File: config.mk
export PLATFORM = sky130hd
export DESIGN_NAME = phase_shift_bridge_pwm
export DESIGN_NICKNAME = d
export VERILOG_FILES = /design/src/inc/psb_pkg.sv /design/src/hw/dead_band_leg.sv /design/src/hw/phase_shift_bridge_pwm.sv
export SDC_FILE = /design/constraint.sdc
export NUM_CORES = 1
export LEC_CHECK = 0
export BUFFER_PORTS_ARGS = -buffer_cell sky130_fd_sc_hd__buf_2
export CELL_PAD_IN_SITES_DETAIL_PLACEMENT = 0
export CELL_PAD_IN_SITES_GLOBAL_PLACEMENT = 1
export CORE_MARGIN = 4
export CORE_UTILIZATION = 49
export DETAILED_ROUTE_END_ITERATION = 10
export PLACE_DENSITY_LB_ADDON = 0.1
export REMOVE_ABC_BUFFERS = 1
export SETUP_SLACK_MARGIN = 0.1
export SLEW_MARGIN = 30
export SYNTH_ARGS = -nofsm -noshare
export SYNTH_HDL_FRONTEND = slang
export SYNTH_SLANG_ARGS = --single-unit
export TNS_END_PERCENT = 20
File: constraint.sdc
create_clock -name core_clk -period 6.8 [get_ports core_clk]
set_input_delay 1.36 -clock core_clk [delete_from_list [all_inputs] [get_ports core_clk]]
set_output_delay 1.36 -clock core_clk [all_outputs]
set_load 0.02 [all_outputs]
File: src/inc/psb_pkg.sv
package psb_pkg;

    // ************************************************************
    // Timing
    // ************************************************************
    localparam int unsigned CLK_HZ          = 100_000_000;
    localparam int unsigned SWITCH_HZ       = 100_000;
    // Counts in one switching period at the core clock rate.
    localparam int unsigned PERIOD_CYCLES   = CLK_HZ / SWITCH_HZ;
    // Nominal time-base resolution of one period.
    localparam int unsigned PERIOD_COUNTS   = 600;
    localparam int unsigned CNT_W           = 11;
    localparam int unsigned DB_W            = 8;

    // ************************************************************
    // Register map (APB byte addresses)
    // ************************************************************
    localparam logic [7:0] OFF_CTRL   = 8'h00;
    localparam logic [7:0] OFF_PHASE  = 8'h04;
    localparam logic [7:0] OFF_DEAD   = 8'h08;
    localparam logic [7:0] OFF_STATUS = 8'h0C;

    // Control register fields.
    localparam int unsigned CTRL_EN_BIT    = 0;
    localparam int unsigned CTRL_LOOP_BIT  = 1;
    localparam int unsigned CTRL_MODE_LSB  = 4;
    // Dead-time register fields.
    localparam int unsigned DEAD_END_LSB   = 0;
    localparam int unsigned DEAD_START_LSB = 16;

    // Reset values.
    localparam logic [CNT_W-1:0] PHASE_RST    = 11'h000;
    localparam logic [DB_W-1:0]  DEAD_END_RST = 8'h10;
    localparam logic [DB_W-1:0]  DEAD_STA_RST = 8'h10;

    // ************************************************************
    // Types
    // ************************************************************
    typedef enum logic [1:0] {
        RECT_DIODE = 2'h0,
        RECT_IDEAL = 2'h1,
        RECT_FULL  = 2'h2
    } rect_mode_t;

    typedef struct packed {
        logic [CNT_W-1:0] phase;
        logic [DB_W-1:0]  end_dead;
        logic [DB_W-1:0]  start_dead;
        rect_mode_t       rect_mode;
    } pwm_cfg_t;

    typedef struct packed {
        logic starting_leg_upper_switch;
        logic starting_leg_lower_switch;
        logic ending_leg_upper_switch;
        logic ending_leg_lower_switch;
        logic rectifier_switch_a;
        logic rectifier_switch_b;
    } gate_t;

endpackage : psb_pkg

File: src/hw/dead_band_leg.sv
`timescale 1ns/1ps
// Turns a raw 50% leg phase into two complementary gates with dead time.
module dead_band_leg #(
    parameter int unsigned DW = 8
) (
    // Clock and reset.
    input  wire logic          core_clk,
    input  wire logic          rst_n,
    // Leg command.
    input  wire logic          run,
    input  wire logic          raw_high,
    input  wire logic [DW-1:0] dead,
    // Gates.
    output logic               upper_on,
    output logic               lower_on
);

    // ************************************************************
    // Edge delay
    // ************************************************************
    logic          prev_r;
    logic [DW-1:0] wait_r;

    // A fresh edge of the raw leg restarts the dead time; both gates stay
    // off until it expires, so the two switches never conduct together.
    always_ff @(posedge core_clk or negedge rst_n) begin
        if (!rst_n) begin
            prev_r   <= 1'b0;
            wait_r   <= '0;
            upper_on <= 1'b0;
            lower_on <= 1'b0;
        end else if (!run) begin
            prev_r   <= raw_high;
            wait_r   <= dead;
            upper_on <= 1'b0;
            lower_on <= 1'b0;
        end else begin
            prev_r <= raw_high;
            if (raw_high != prev_r) begin
                wait_r   <= dead;
                upper_on <= 1'b0;
                lower_on <= 1'b0;
            end else if (wait_r != '0) begin
                wait_r <= wait_r - 1'b1;
            end else begin
                upper_on <= raw_high;
                lower_on <= ~raw_high;
            end
        end
    end

endmodule : dead_band_leg

File: src/hw/phase_shift_bridge_pwm.sv
`timescale 1ns/1ps
module phase_shift_bridge_pwm
    import psb_pkg::*;
#(
    parameter int unsigned PERIOD = PERIOD_CYCLES
) (
    // Clock and reset.
    input  wire logic                  core_clk,
    input  wire logic                  rst_n,
    // APB slave.
    input  wire logic                  psel,
    input  wire logic                  penable,
    input  wire logic                  pwrite,
    input  wire logic [7:0]            paddr,
    input  wire logic [31:0]           pwdata,
    output logic [31:0]                prdata,
    output logic                       pready,
    output logic                       pslverr,
    // Protection.
    input  wire logic                  overcurrent_trip,
    // Gate drives.
    output psb_pkg::gate_t             gate,
    output logic                       period_start
);
    import psb_pkg::*;

    // ************************************************************
    // Software-visible settings
    // ************************************************************
    // Each setting is one aligned 32-bit word. The regulator writes the
    // shadow copy at any time and the generator picks it up at the next
    // wrap, or on the next clock while disabled. Reads return the copy in force, so software can tell whether a
    // new command has been taken yet. A phase above half a period is
    // clamped, and an undefined rectifier code is stored as diode mode.
    localparam logic [CNT_W-1:0] HALF = CNT_W'(PERIOD / 2);
    localparam logic [CNT_W-1:0] LAST = CNT_W'(PERIOD - 1);

    logic             enable_r;
    logic             loop_sel_r;
    pwm_cfg_t         shadow_r;
    pwm_cfg_t         active_r;
    logic             tripped_r;
    logic [CNT_W-1:0] cnt_r;
    logic             boundary;
    logic             apb_wr;
    logic             apb_rd;
    logic [CNT_W-1:0] phase_clamped;
    logic [1:0]       mode_wr;

    assign apb_wr = psel && penable && pwrite;
    assign apb_rd = psel && penable && !pwrite;

    // Oversized commands clamp to half a period, where overlap peaks.
    assign phase_clamped = (pwdata[CNT_W-1:0] > HALF) ? HALF : pwdata[CNT_W-1:0];
    // Unknown mode codes fall back to diode mode, the safe choice.
    assign mode_wr = (pwdata[CTRL_MODE_LSB +: 2] > 2'h2) ? 2'h0
                                                         : pwdata[CTRL_MODE_LSB +: 2];

    // Shadow settings written by the regulator; the loop-select bit only
    // labels the command source, it does not touch waveform generation.
    always_ff @(posedge core_clk or negedge rst_n) begin
        if (!rst_n) begin
            enable_r            <= 1'b0;
            loop_sel_r          <= 1'b0;
            shadow_r.phase      <= PHASE_RST;
            shadow_r.end_dead   <= DEAD_END_RST;
            shadow_r.start_dead <= DEAD_STA_RST;
            shadow_r.rect_mode  <= RECT_DIODE;
        end else if (apb_wr) begin
            case (paddr)
                OFF_CTRL: begin
                    enable_r           <= pwdata[CTRL_EN_BIT];
                    loop_sel_r         <= pwdata[CTRL_LOOP_BIT];
                    shadow_r.rect_mode <= rect_mode_t'(mode_wr);
                end
                OFF_PHASE: begin
                    shadow_r.phase <= phase_clamped;
                end
                OFF_DEAD: begin
                    shadow_r.end_dead   <= pwdata[DEAD_END_LSB +: DB_W];
                    shadow_r.start_dead <= pwdata[DEAD_START_LSB +: DB_W];
                end
                default: begin
                end
            endcase
        end
    end

    // APB answers in the access cycle; unmapped addresses raise pslverr.
    // The answer is prepared at the setup edge, so pready, prdata and
    // pslverr all come straight from flip-flops with no wait state.
    always_ff @(posedge core_clk or negedge rst_n) begin
        if (!rst_n) begin
            prdata  <= 32'h0000_0000;
            pready  <= 1'b0;
            pslverr <= 1'b0;
        end else begin
            pready  <= psel && !penable;
            pslverr <= 1'b0;
            prdata  <= 32'h0000_0000;
            if (psel && !penable) begin
                case (paddr)
                    OFF_CTRL: prdata <= {26'h0, active_r.rect_mode, 2'h0,
                                         loop_sel_r, enable_r};
                    OFF_PHASE: prdata <= {21'h0, active_r.phase};
                    OFF_DEAD: prdata <= {8'h00, active_r.start_dead,
                                         8'h00, active_r.end_dead};
                    OFF_STATUS: prdata <= {20'h0, cnt_r, tripped_r};
                    default: pslverr <= 1'b1;
                endcase
            end
        end
    end

    // ************************************************************
    // Time base
    // ************************************************************
    assign boundary = (cnt_r == LAST);

    // One period of PERIOD clock cycles, 10 us at 100 MHz.
    // While disabled the count rests at zero, so enabling always starts a
    // clean period with the ending leg high.
    always_ff @(posedge core_clk or negedge rst_n) begin
        if (!rst_n) begin
            cnt_r <= '0;
        end else if (boundary || !enable_r) begin
            cnt_r <= '0;
        end else begin
            cnt_r <= cnt_r + 1'b1;
        end
    end

    // Settings move into the generator only at the wrap, so a period never
    // mixes old and new values, but a mode change cuts short a full-mode rectifier B pulse that spans the wrap.
    // While disabled the generator follows the shadow every cycle, so the
    // first enabled period runs with settings written before the enabling write; a mode set in that same write waits for the first wrap.
    always_ff @(posedge core_clk or negedge rst_n) begin
        if (!rst_n) begin
            active_r.phase      <= PHASE_RST;
            active_r.end_dead   <= DEAD_END_RST;
            active_r.start_dead <= DEAD_STA_RST;
            active_r.rect_mode  <= RECT_DIODE;
            period_start        <= 1'b0;
        end else begin
            period_start <= boundary;
            if (boundary || !enable_r) begin
                active_r <= shadow_r;
            end
        end
    end

    // Trip latches and holds until reset; nothing in software clears it.
    // A bridge that tripped once is not trusted again without a full
    // restart, so there is deliberately no clear bit.
    always_ff @(posedge core_clk or negedge rst_n) begin
        if (!rst_n) begin
            tripped_r <= 1'b0;
        end else if (overcurrent_trip) begin
            tripped_r <= 1'b1;
        end
    end

    // ************************************************************
    // Raw leg phases
    // ************************************************************
    logic             end_raw;
    logic             start_raw;
    logic [CNT_W:0]   shifted;
    logic [CNT_W-1:0] start_pos;
    logic             run;

    // Ending leg is the reference: high for the first half period.
    assign end_raw = (cnt_r < HALF);
    // Starting leg is the same square wave advanced by the phase count, so
    // the ending leg lags it by the phase. Each overlap then opens on a
    // starting-leg edge and closes on an ending-leg edge, and lasts as long
    // as the phase count. The phase is clamped to half a period, so the sum
    // stays below two periods and one conditional subtraction wraps it.
    assign shifted   = {1'b0, cnt_r} + {1'b0, active_r.phase};
    assign start_pos = (shifted >= {1'b0, CNT_W'(PERIOD)})
                       ? CNT_W'(shifted - {1'b0, CNT_W'(PERIOD)})
                       : shifted[CNT_W-1:0];
    assign start_raw = (start_pos < HALF);
    assign run       = enable_r && !tripped_r && !overcurrent_trip;

    logic end_up;
    logic end_lo;
    logic sta_up;
    logic sta_lo;

    // One dead-band stage per leg, each with its own dead time: the ending
    // leg switches at high winding current and the starting leg near zero
    // current, so the two need different settings as the load changes.
    dead_band_leg #(.DW(DB_W)) u_end_leg (
        .core_clk (core_clk),
        .rst_n    (rst_n),
        .run      (run),
        .raw_high (end_raw),
        .dead     (active_r.end_dead),
        .upper_on (end_up),
        .lower_on (end_lo)
    );

    dead_band_leg #(.DW(DB_W)) u_start_leg (
        .core_clk (core_clk),
        .rst_n    (rst_n),
        .run      (run),
        .raw_high (start_raw),
        .dead     (active_r.start_dead),
        .upper_on (sta_up),
        .lower_on (sta_lo)
    );

    // ************************************************************
    // Rectifier and output stage
    // ************************************************************
    // Diagonal pairs: ending-upper with starting-lower, ending-lower with
    // starting-upper. Each raw overlap is as long as the phase count and
    // occurs once per period: pair A at the end of the first half, pair B
    // at the end of the second half, closing on the wrap.
    logic  diag_a;
    logic  diag_b;
    logic  rect_a;
    logic  rect_b;
    gate_t gate_nxt;

    assign diag_a = end_raw && !start_raw;
    assign diag_b = !end_raw && start_raw;

    // Rectifier gates come from the raw overlaps under the active period's
    // mode. The mode only changes at the wrap, where overlap B closes; in full
    // mode rectifier B stays on across the wrap below a half-period phase, so a change into or out of full mode cuts that pulse short.
    // Mode 0 gives up the conduction gain to save switching loss at light
    // load; the rectifiers carry no dead time of their own.
    always_comb begin
        case (active_r.rect_mode)
            RECT_DIODE: begin
                rect_a = 1'b0;
                rect_b = 1'b0;
            end
            RECT_IDEAL: begin
                rect_a = diag_a;
                rect_b = diag_b;
            end
            RECT_FULL: begin
                rect_a = !diag_b;
                rect_b = !diag_a;
            end
            default: begin
                rect_a = 1'b0;
                rect_b = 1'b0;
            end
        endcase
    end

    // Next gate word. The raw trip input is part of run, so the very cycle
    // in which a trip shows up already builds an all-off word.
    always_comb begin
        gate_nxt = '0;
        if (run) begin
            gate_nxt.ending_leg_upper_switch   = end_up;
            gate_nxt.ending_leg_lower_switch   = end_lo;
            gate_nxt.starting_leg_upper_switch = sta_up;
            gate_nxt.starting_leg_lower_switch = sta_lo;
            gate_nxt.rectifier_switch_a        = rect_a;
            gate_nxt.rectifier_switch_b        = rect_b;
        end
    end

    // Registered outputs, so the gate drivers never see a combinational
    // hazard; a trip input forces all six low on the next edge.
    always_ff @(posedge core_clk or negedge rst_n) begin
        if (!rst_n) begin
            gate <= '0;
        end else begin
            gate <= gate_nxt;
        end
    end

endmodule : phase_shift_bridge_pwm

==> results.cfg, run 1 <==
[run_status]
outcome = complete, no violations

[critical_path]
path_class = reg -> reg
regToRegEndpoint = u_start_leg.wait_r[6]
cp.buffers_inverters = 2
critPathLaunchType = register
cp_slowest_cell = nand2b_1
worstPathMaxFanout = 14
ff2ff_path_depth = 16
worstSetupPathDepth = 16
cpMostUsedCell = ha_1
rrSetupSlack_ns = 2.47
cp-startpoint = cnt_r[0]
critical-path-max-stage-delay_ns = 0.43
cpLargestDelayFamily = simple AND/OR/NAND/NOR gates
critical_path.endpoint_type = register
required_ns = 7.10
timing.critical_path.arrival_ns = 4.64
reg2reg_from = cnt_r[0]
crit_end = u_start_leg.wait_r[6]
crit_chain = ha_1 -> inv_1 -> fa_1 -> nand2b_1 -> a21oi_1 -> xnor2_1 -> ha_1 -> or3_4 -> nor4b_2 -> or3_1 -> a21boi_4 -> inv_1 -> ha_1 -> nand2b_1 -> nor2_1 -> a22o_1

[global_routing]
grt_overflow = 0
antenna_found_initial = 0
grt_pass1_wl_mm = 22.0
grt_start_max_net_pins = 79
grt_use_total = 0.195
grt_pass1_vias = 4292

[power]
vdd_drop_max_mv = 0.174
leakage_uw = 0.00366
finalPower_uw = 1700
p_per_area_mw_per_mm2 = 234

[yosys]
ys_warn_count = 0
synth_top_family_by_area = simple AND/OR/NAND/NOR gates
yosys_most_used_dff = dfrtp_1
muxShareOfSynthArea = 0.105
synth_cells = 582
synth_seq_cells = 123
synth_fa_ha_area_frac = 0.0490
synth_common_cells = 119 x dfrtp_1, 60 x nand2_1, 43 x mux2_2, 41 x nor2_1, 29 x o21ai_0
synth.top_cells.by_area = dfrtp_1 47%, mux2_2 7.7%, ha_1 4.6%
async_reset_ff_frac = 1.00
synth_area_mm2 = 0.00628
synth-xor-area-share = 0.0404
synth-edff-count = 0
synth_compound_area_frac = 0.106
synth_top_area_cell = dfrtp_1
synth_simple_gate_area_frac = 0.167
yosysMostFrequentCell = dfrtp_1
synth_top_area_share = 0.474
avgSynthCellArea_um2 = 10.8
ys_seq_area_frac = 0.491
synth.distinct_cells = 69

[clock_tree]
root_buffer = clkbuf_16
htree_num_levels = 4
clockBufferDepth = 2
cts_sinks = 123
ctsHoldBuffers = 0
clock_latency_ns = 0.42
cts.repair.resized = 0
clk_pin_slew_ns = 0.05
cts_made_buffers = 17
cts_tree = done
post_cts_buffers = 0

[floorplanning]
chipHeight_um = 121
design.core.area_mm2 = 0.0126
ioPinCount = 87
start_util = 0.500
dieArea_mm2 = 0.0147
chipWidth_um = 121
row_count = 41

[sta]
finClkSkew_ns = 0.00827
min_period_over_period = 0.637
rsz0062_at_grt = no
fmax_mhz = 231
finalSetupViolCount = 0
relSlewSlack = 0.477
totalNegativeSetupSlack_ns = 0
tightestPinTransition_ns = 0.784
finalHoldViolCount = 0
slew_violations = 0
min_period_ns = 4.33

[detailed_routing]
wl_per_cell_um = 16.0
num_vias = 4364
first_iter_violations = 291
drtPass1Iterations = 5
drt_wl_total_mm = 13.2
via_per_inst = 5.27
remaining_drc_errors = 0
ant_nets = 0

[finish]
drive_gt1_frac = 0.247
layout.nets = 713
area_growth_pct = 15.6
antenna_cells = 0
fillCellCount = 1066

[placed_design]
numPortBuffers = 61
gp_congestion = 0.825
dp_hpwl_mm = 9.52

[flow_run]
max_cap_viol_count = 0

[hold_path]
hp-class = reg -> reg
[through the flow]
| step | instances | hold WS (ns) | area (µm²) | util | worst slack [ns] |
|---|---|---|---|---|---|
| detailed placement | 796 | 0.467 | 6690 | 0.532 | 2.47 |
| finish | 828 | 0.474 | 7260 | 0.578 | 2.47 |
| floorplan | 561 | 0.444 | 6150 | - | 3.03 |
| global route | 828 | 0.497 | 7260 | 0.578 | 2.01 |
| global placement | 796 | 0.458 | 6690 | 0.532 | 2.55 |
| CTS | 828 | 0.479 | 7260 | 0.578 | 2.44 |
[state kept, by name (all words and copies together) (netlist names)]
register              cells
active_r                 29
shadow_r                 29
prdata                   20
cnt_r                    11
u_end_leg.wait_r          8
u_start_leg.wait_r        8
gate                      6
enable_r                  1
loop_sel_r                1
period_start              1
pready                    1
pslverr                   1
tripped_r                 1
u_end_leg.lower_on        1
u_end_leg.prev_r          1
u_end_leg.upper_on        1
u_start_leg.lower_on      1
u_start_leg.prev_r        1
u_start_leg.upper_on      1
[cells by family after synthesis]
logic type               after synthesis
AO/OA/AOI/OAI                         91
XOR/XNOR                              29
adder cells (fa/ha/maj)               24
buffers and inverters                 55
flip-flops                           123
multiplexers                          55
other                                  1
AND/OR/NAND/NOR                      204
[layout by cell type (no fill, tap or decap), drive strengths merged, types with 4 or more instances in the layout]
cell,Yosys,routed
mux2,48,48
a22oi,5,5
clkinv,0,5
nand2,60,60
nor2b,5,5
dfstp,4,4
inv,23,24
conb,1,12
ha,23,23
dfrtp,119,119
nor2,41,41
and3,14,14
mux4,4,4
o31ai,6,6
a21oi,18,18
xor2,13,13
nand3,17,17
o21ai,33,33
nand4,6,6
nand2b,6,6
or3,5,5
a21o,4,4
buf,17,63
clkbuf,15,21
nor3,15,15
nor4,5,5
and2,18,18
xnor2,16,16
[layout make-up]
type	instances	area (µm²)	area share
flip-flops and latches	123	3080	0.425
multi-input cells	415	2980	0.410
clock buffers	21	450	0.0620
repair buffers	63	327	0.0450
well taps	172	215	0.0296
clock inverters	11	120	0.0165
inverters	23	86.3	0.0119
[tightest hold or removal path: cells and delay by family, from the launching register on]
kind | cells | cell delay, ns
AOI/OAI and AO/OA | 1 | 0.06
DFF | 1 | 0.34
and+or+nand+nor | 1 | 0.05
[how the worst min path moves through the flow]
stage / start / end / slack [ns] / cells past startpoint
detailed placement: shadow_r[24] / shadow_r[24] / 0.47 / 2
floorplan: shadow_r[18] / shadow_r[18] / 0.44 / 2
finish: shadow_r[24] / shadow_r[24] / 0.47 / 2
CTS: shadow_r[24] / shadow_r[24] / 0.48 / 2
global route: shadow_r[27] / shadow_r[27] / 0.50 / 1
global placement: shadow_r[21] / shadow_r[21] / 0.46 / 2
[power by group]
part / internal (µW) / switching, µW / leakage (µW)
logic: 27.9 / 52.7 / 0.00172
clock network: 547 / 322 / 0.000273
registers: 741 / 6.16 / 0.00166
total: 1320 / 381 / 0.00366
[layer usage]
metal / GRT usage / share of wire / vias to the layer above
li1: - / - / 2143
met1: 0.281 / 0.50 / 2113
met2: 0.285 / 0.44 / 94
met3: 0.0476 / 0.045 / 14
met4: 0.0735 / 0.014 / 0
met5: 0 / 0 / -
(Power assumes the default switching activity.)
==> run 2, diff against run 1 <==
ABC_AREA = 1   (was not set)
CORE_UTILIZATION = 43   (was 49)
clock period = 4.15 ns   (was 6.8 ns; I/O delays follow)
==> results.cfg, run 2 <==
[finish]
antenna_cells = 0
fillCellCount = 1393
layout_commonest_cell = nand2_1
layout.nets = 876
reg.largest.list = active_r (29), shadow_r (29), prdata (20)
layout_common_cells = 139 x nand2_1, 126 x inv_1, 119 x dfrtp_1, 60 x buf_2, 58 x nor2_1
drive_gt1_frac = 0.184
final_cell_area_mm2 = 0.00738
area_growth_pct = 17.5

[power]
p_per_area_mw_per_mm2 = 472
finalPower_uw = 3490
leakage_uw = 0.00378
vdd_drop_max_mv = 0.286

[sta]
min_period_ns = 3.67
rsz0062_at_grt = no
slew_violations = 0
totalNegativeSetupSlack_ns = 0
fmax_mhz = 273
finalSetupViolCount = 0
finalHoldViolCount = 0
finClkSkew_ns = 0.0121
layout_setup_ws_ns = 0.483
min_period_over_period = 0.884
tightestPinTransition_ns = 0.814
relSlewSlack = 0.455

[yosys]
synth.top_cells.by_area = dfrtp_1 47%, nand2_1 8.4%, inv_1 7.6%
synth_cells = 730
async_reset_ff_frac = 1.00
synth_compound_area_frac = 0.105
synth_top_area_share = 0.474
avgSynthCellArea_um2 = 8.61
synth_top_area_cell = dfrtp_1
ys_seq_area_frac = 0.491
synth_seq_cells = 123
synth.distinct_cells = 45
muxShareOfSynthArea = 0.0161
synth-xor-area-share = 0.0181
synth-edff-count = 0
yosys_most_used_dff = dfrtp_1
synth_area_mm2 = 0.00628
ys_warn_count = 0
synth_common_cells = 140 x nand2_1, 127 x inv_1, 119 x dfrtp_1, 58 x nor2_1, 49 x o21ai_0
yosysMostFrequentCell = nand2_1
synth_fa_ha_area_frac = 0.0490
synth_top_family_by_area = simple AND/OR/NAND/NOR gates
synth_simple_gate_area_frac = 0.221

[critical_path]
path_class = reg -> reg
worstPathMaxFanout = 8
critical_path.endpoint_type = register
critPathLaunchType = register
required_ns = 4.43
timing.critical_path.arrival_ns = 3.95

[global_routing]
grt_pass1_vias = 4851
grt_overflow = 0
grt_pass1_wl_mm = 24.5
grt_start_max_net_pins = 67
grt_use_total = 0.189
antenna_found_initial = 0

[floorplanning]
design.core.area_mm2 = 0.0141
ioPinCount = 87
chipHeight_um = 129
row_count = 43
chipWidth_um = 129
start_util = 0.446
dieArea_mm2 = 0.0166

[clock_tree]
htree_num_levels = 4
clock_latency_ns = 0.42
cts_sinks = 123
clk_pin_slew_ns = 0.06
clockBufferDepth = 2
root_buffer = clkbuf_16
cts_tree = done
cts_made_buffers = 17

[detailed_routing]
wl_per_cell_um = 14.7
first_iter_violations = 268
drt_wl_total_mm = 14.7
drtPass1Iterations = 5
remaining_drc_errors = 0
num_vias = 4964
ant_nets = 0
via_per_inst = 4.97

[placed_design]
numPortBuffers = 61
dpl-instance-area_mm2 = 0.00677
dp_hpwl_mm = 11.2
gp_congestion = 0.816
place_ws_ns = 0.300

[run_status]
outcome = complete, no violations

[hold_path]
hp-class = in -> async

[flow_run]
max_cap_viol_count = 0
[run 2: area by class of cell]
type,instances,area (µm²),share of cell area
clock buffer,20,457,0.0618
clock inverter,12,136,0.0185
inverter,132,495,0.0671
multi-input combinational,464,2620,0.355
sequential,123,3080,0.417
tap,180,225,0.0305
timing repair buffer,68,364,0.0493
[run 2: final timing paths]
check	start	end	slack (ns)	depth (start not counted)
worst max register to register	cnt_r[0]	u_start_leg.upper_on	0.48	25
max in group asynchronous	rst_n	active_r[6]	2.89	2
worst min register to register	shadow_r[25]	active_r[25]	0.48	2
worst min-delay path	rst_n	gate[0]	0.40	1
worst max-delay path	cnt_r[0]	u_start_leg.upper_on	0.48	25
min in group core_clk	shadow_r[25]	active_r[25]	0.48	2
[run 2: cell families (layout without fill, tap and decap cells)]
kind of cell,count (synthesis),in the layout
xor gates and xnor gates,13,13
and+or+nand+nor,296,296
other,1,12
DFF,123,123
buffers and inverters,154,232
adders and majority gates,24,24
AOI/OAI and AO/OA,110,110
muxes,9,9
[run 2: per-stage QoR]
step,util,instances,hold slack (ns)
finish,0.524,999,0.397
global route,0.524,999,0.454
CTS,0.523,998,0.479
detailed placement,0.480,966,0.464
global placement,0.480,966,0.458
floorplan,-,719,0.448
[run 2: worst max-delay path, cell delays in order (launching register included)]
cell and delay, ns:
dfrtp_1 0.37, ha_2 0.21, inv_1 0.05, fa_1 0.42
inv_1 0.10, nand3_1 0.08, nand2_1 0.12, nand2_1 0.07
nand2_2 0.09, inv_1 0.05, ha_1 0.20, nor2_1 0.16
nand2_1 0.07, nor2_1 0.14, nand3_1 0.10, nand2_1 0.08
nand2_2 0.06, nor2_4 0.11, nand2_2 0.09, ha_1 0.29
nor2_1 0.16, inv_1 0.10, nor2_4 0.16, inv_2 0.10
nand3_1 0.07, o21ai_0 0.08
[run 2: where the power goes]
group,leakage (µW),internal (µW),switching (µW),total [µW]
registers,0.00165,1260,64.7,1320
logic,0.00185,232,460,692
clock network,0.000283,920,550,1470
total,0.00378,2410,1070,3490
[run 2: routing by layer]
metal	part of all wire	GRT usage	wire, µm	vias up
met3	0.039	0.0486	578	15
li1	-	-	-	2486
met4	0.012	0.0550	181	0
met5	0	0	0	-
met2	0.48	0.301	7030	104
met1	0.47	0.257	6900	2359
[run 2: what timing repair did]
item	in CTS	in global routing
resized for setup	0	3
endpoints found under the setup margin	0	6
hold endpoints to repair	0	0
setup buffers	0	1
hold buffers	0	0
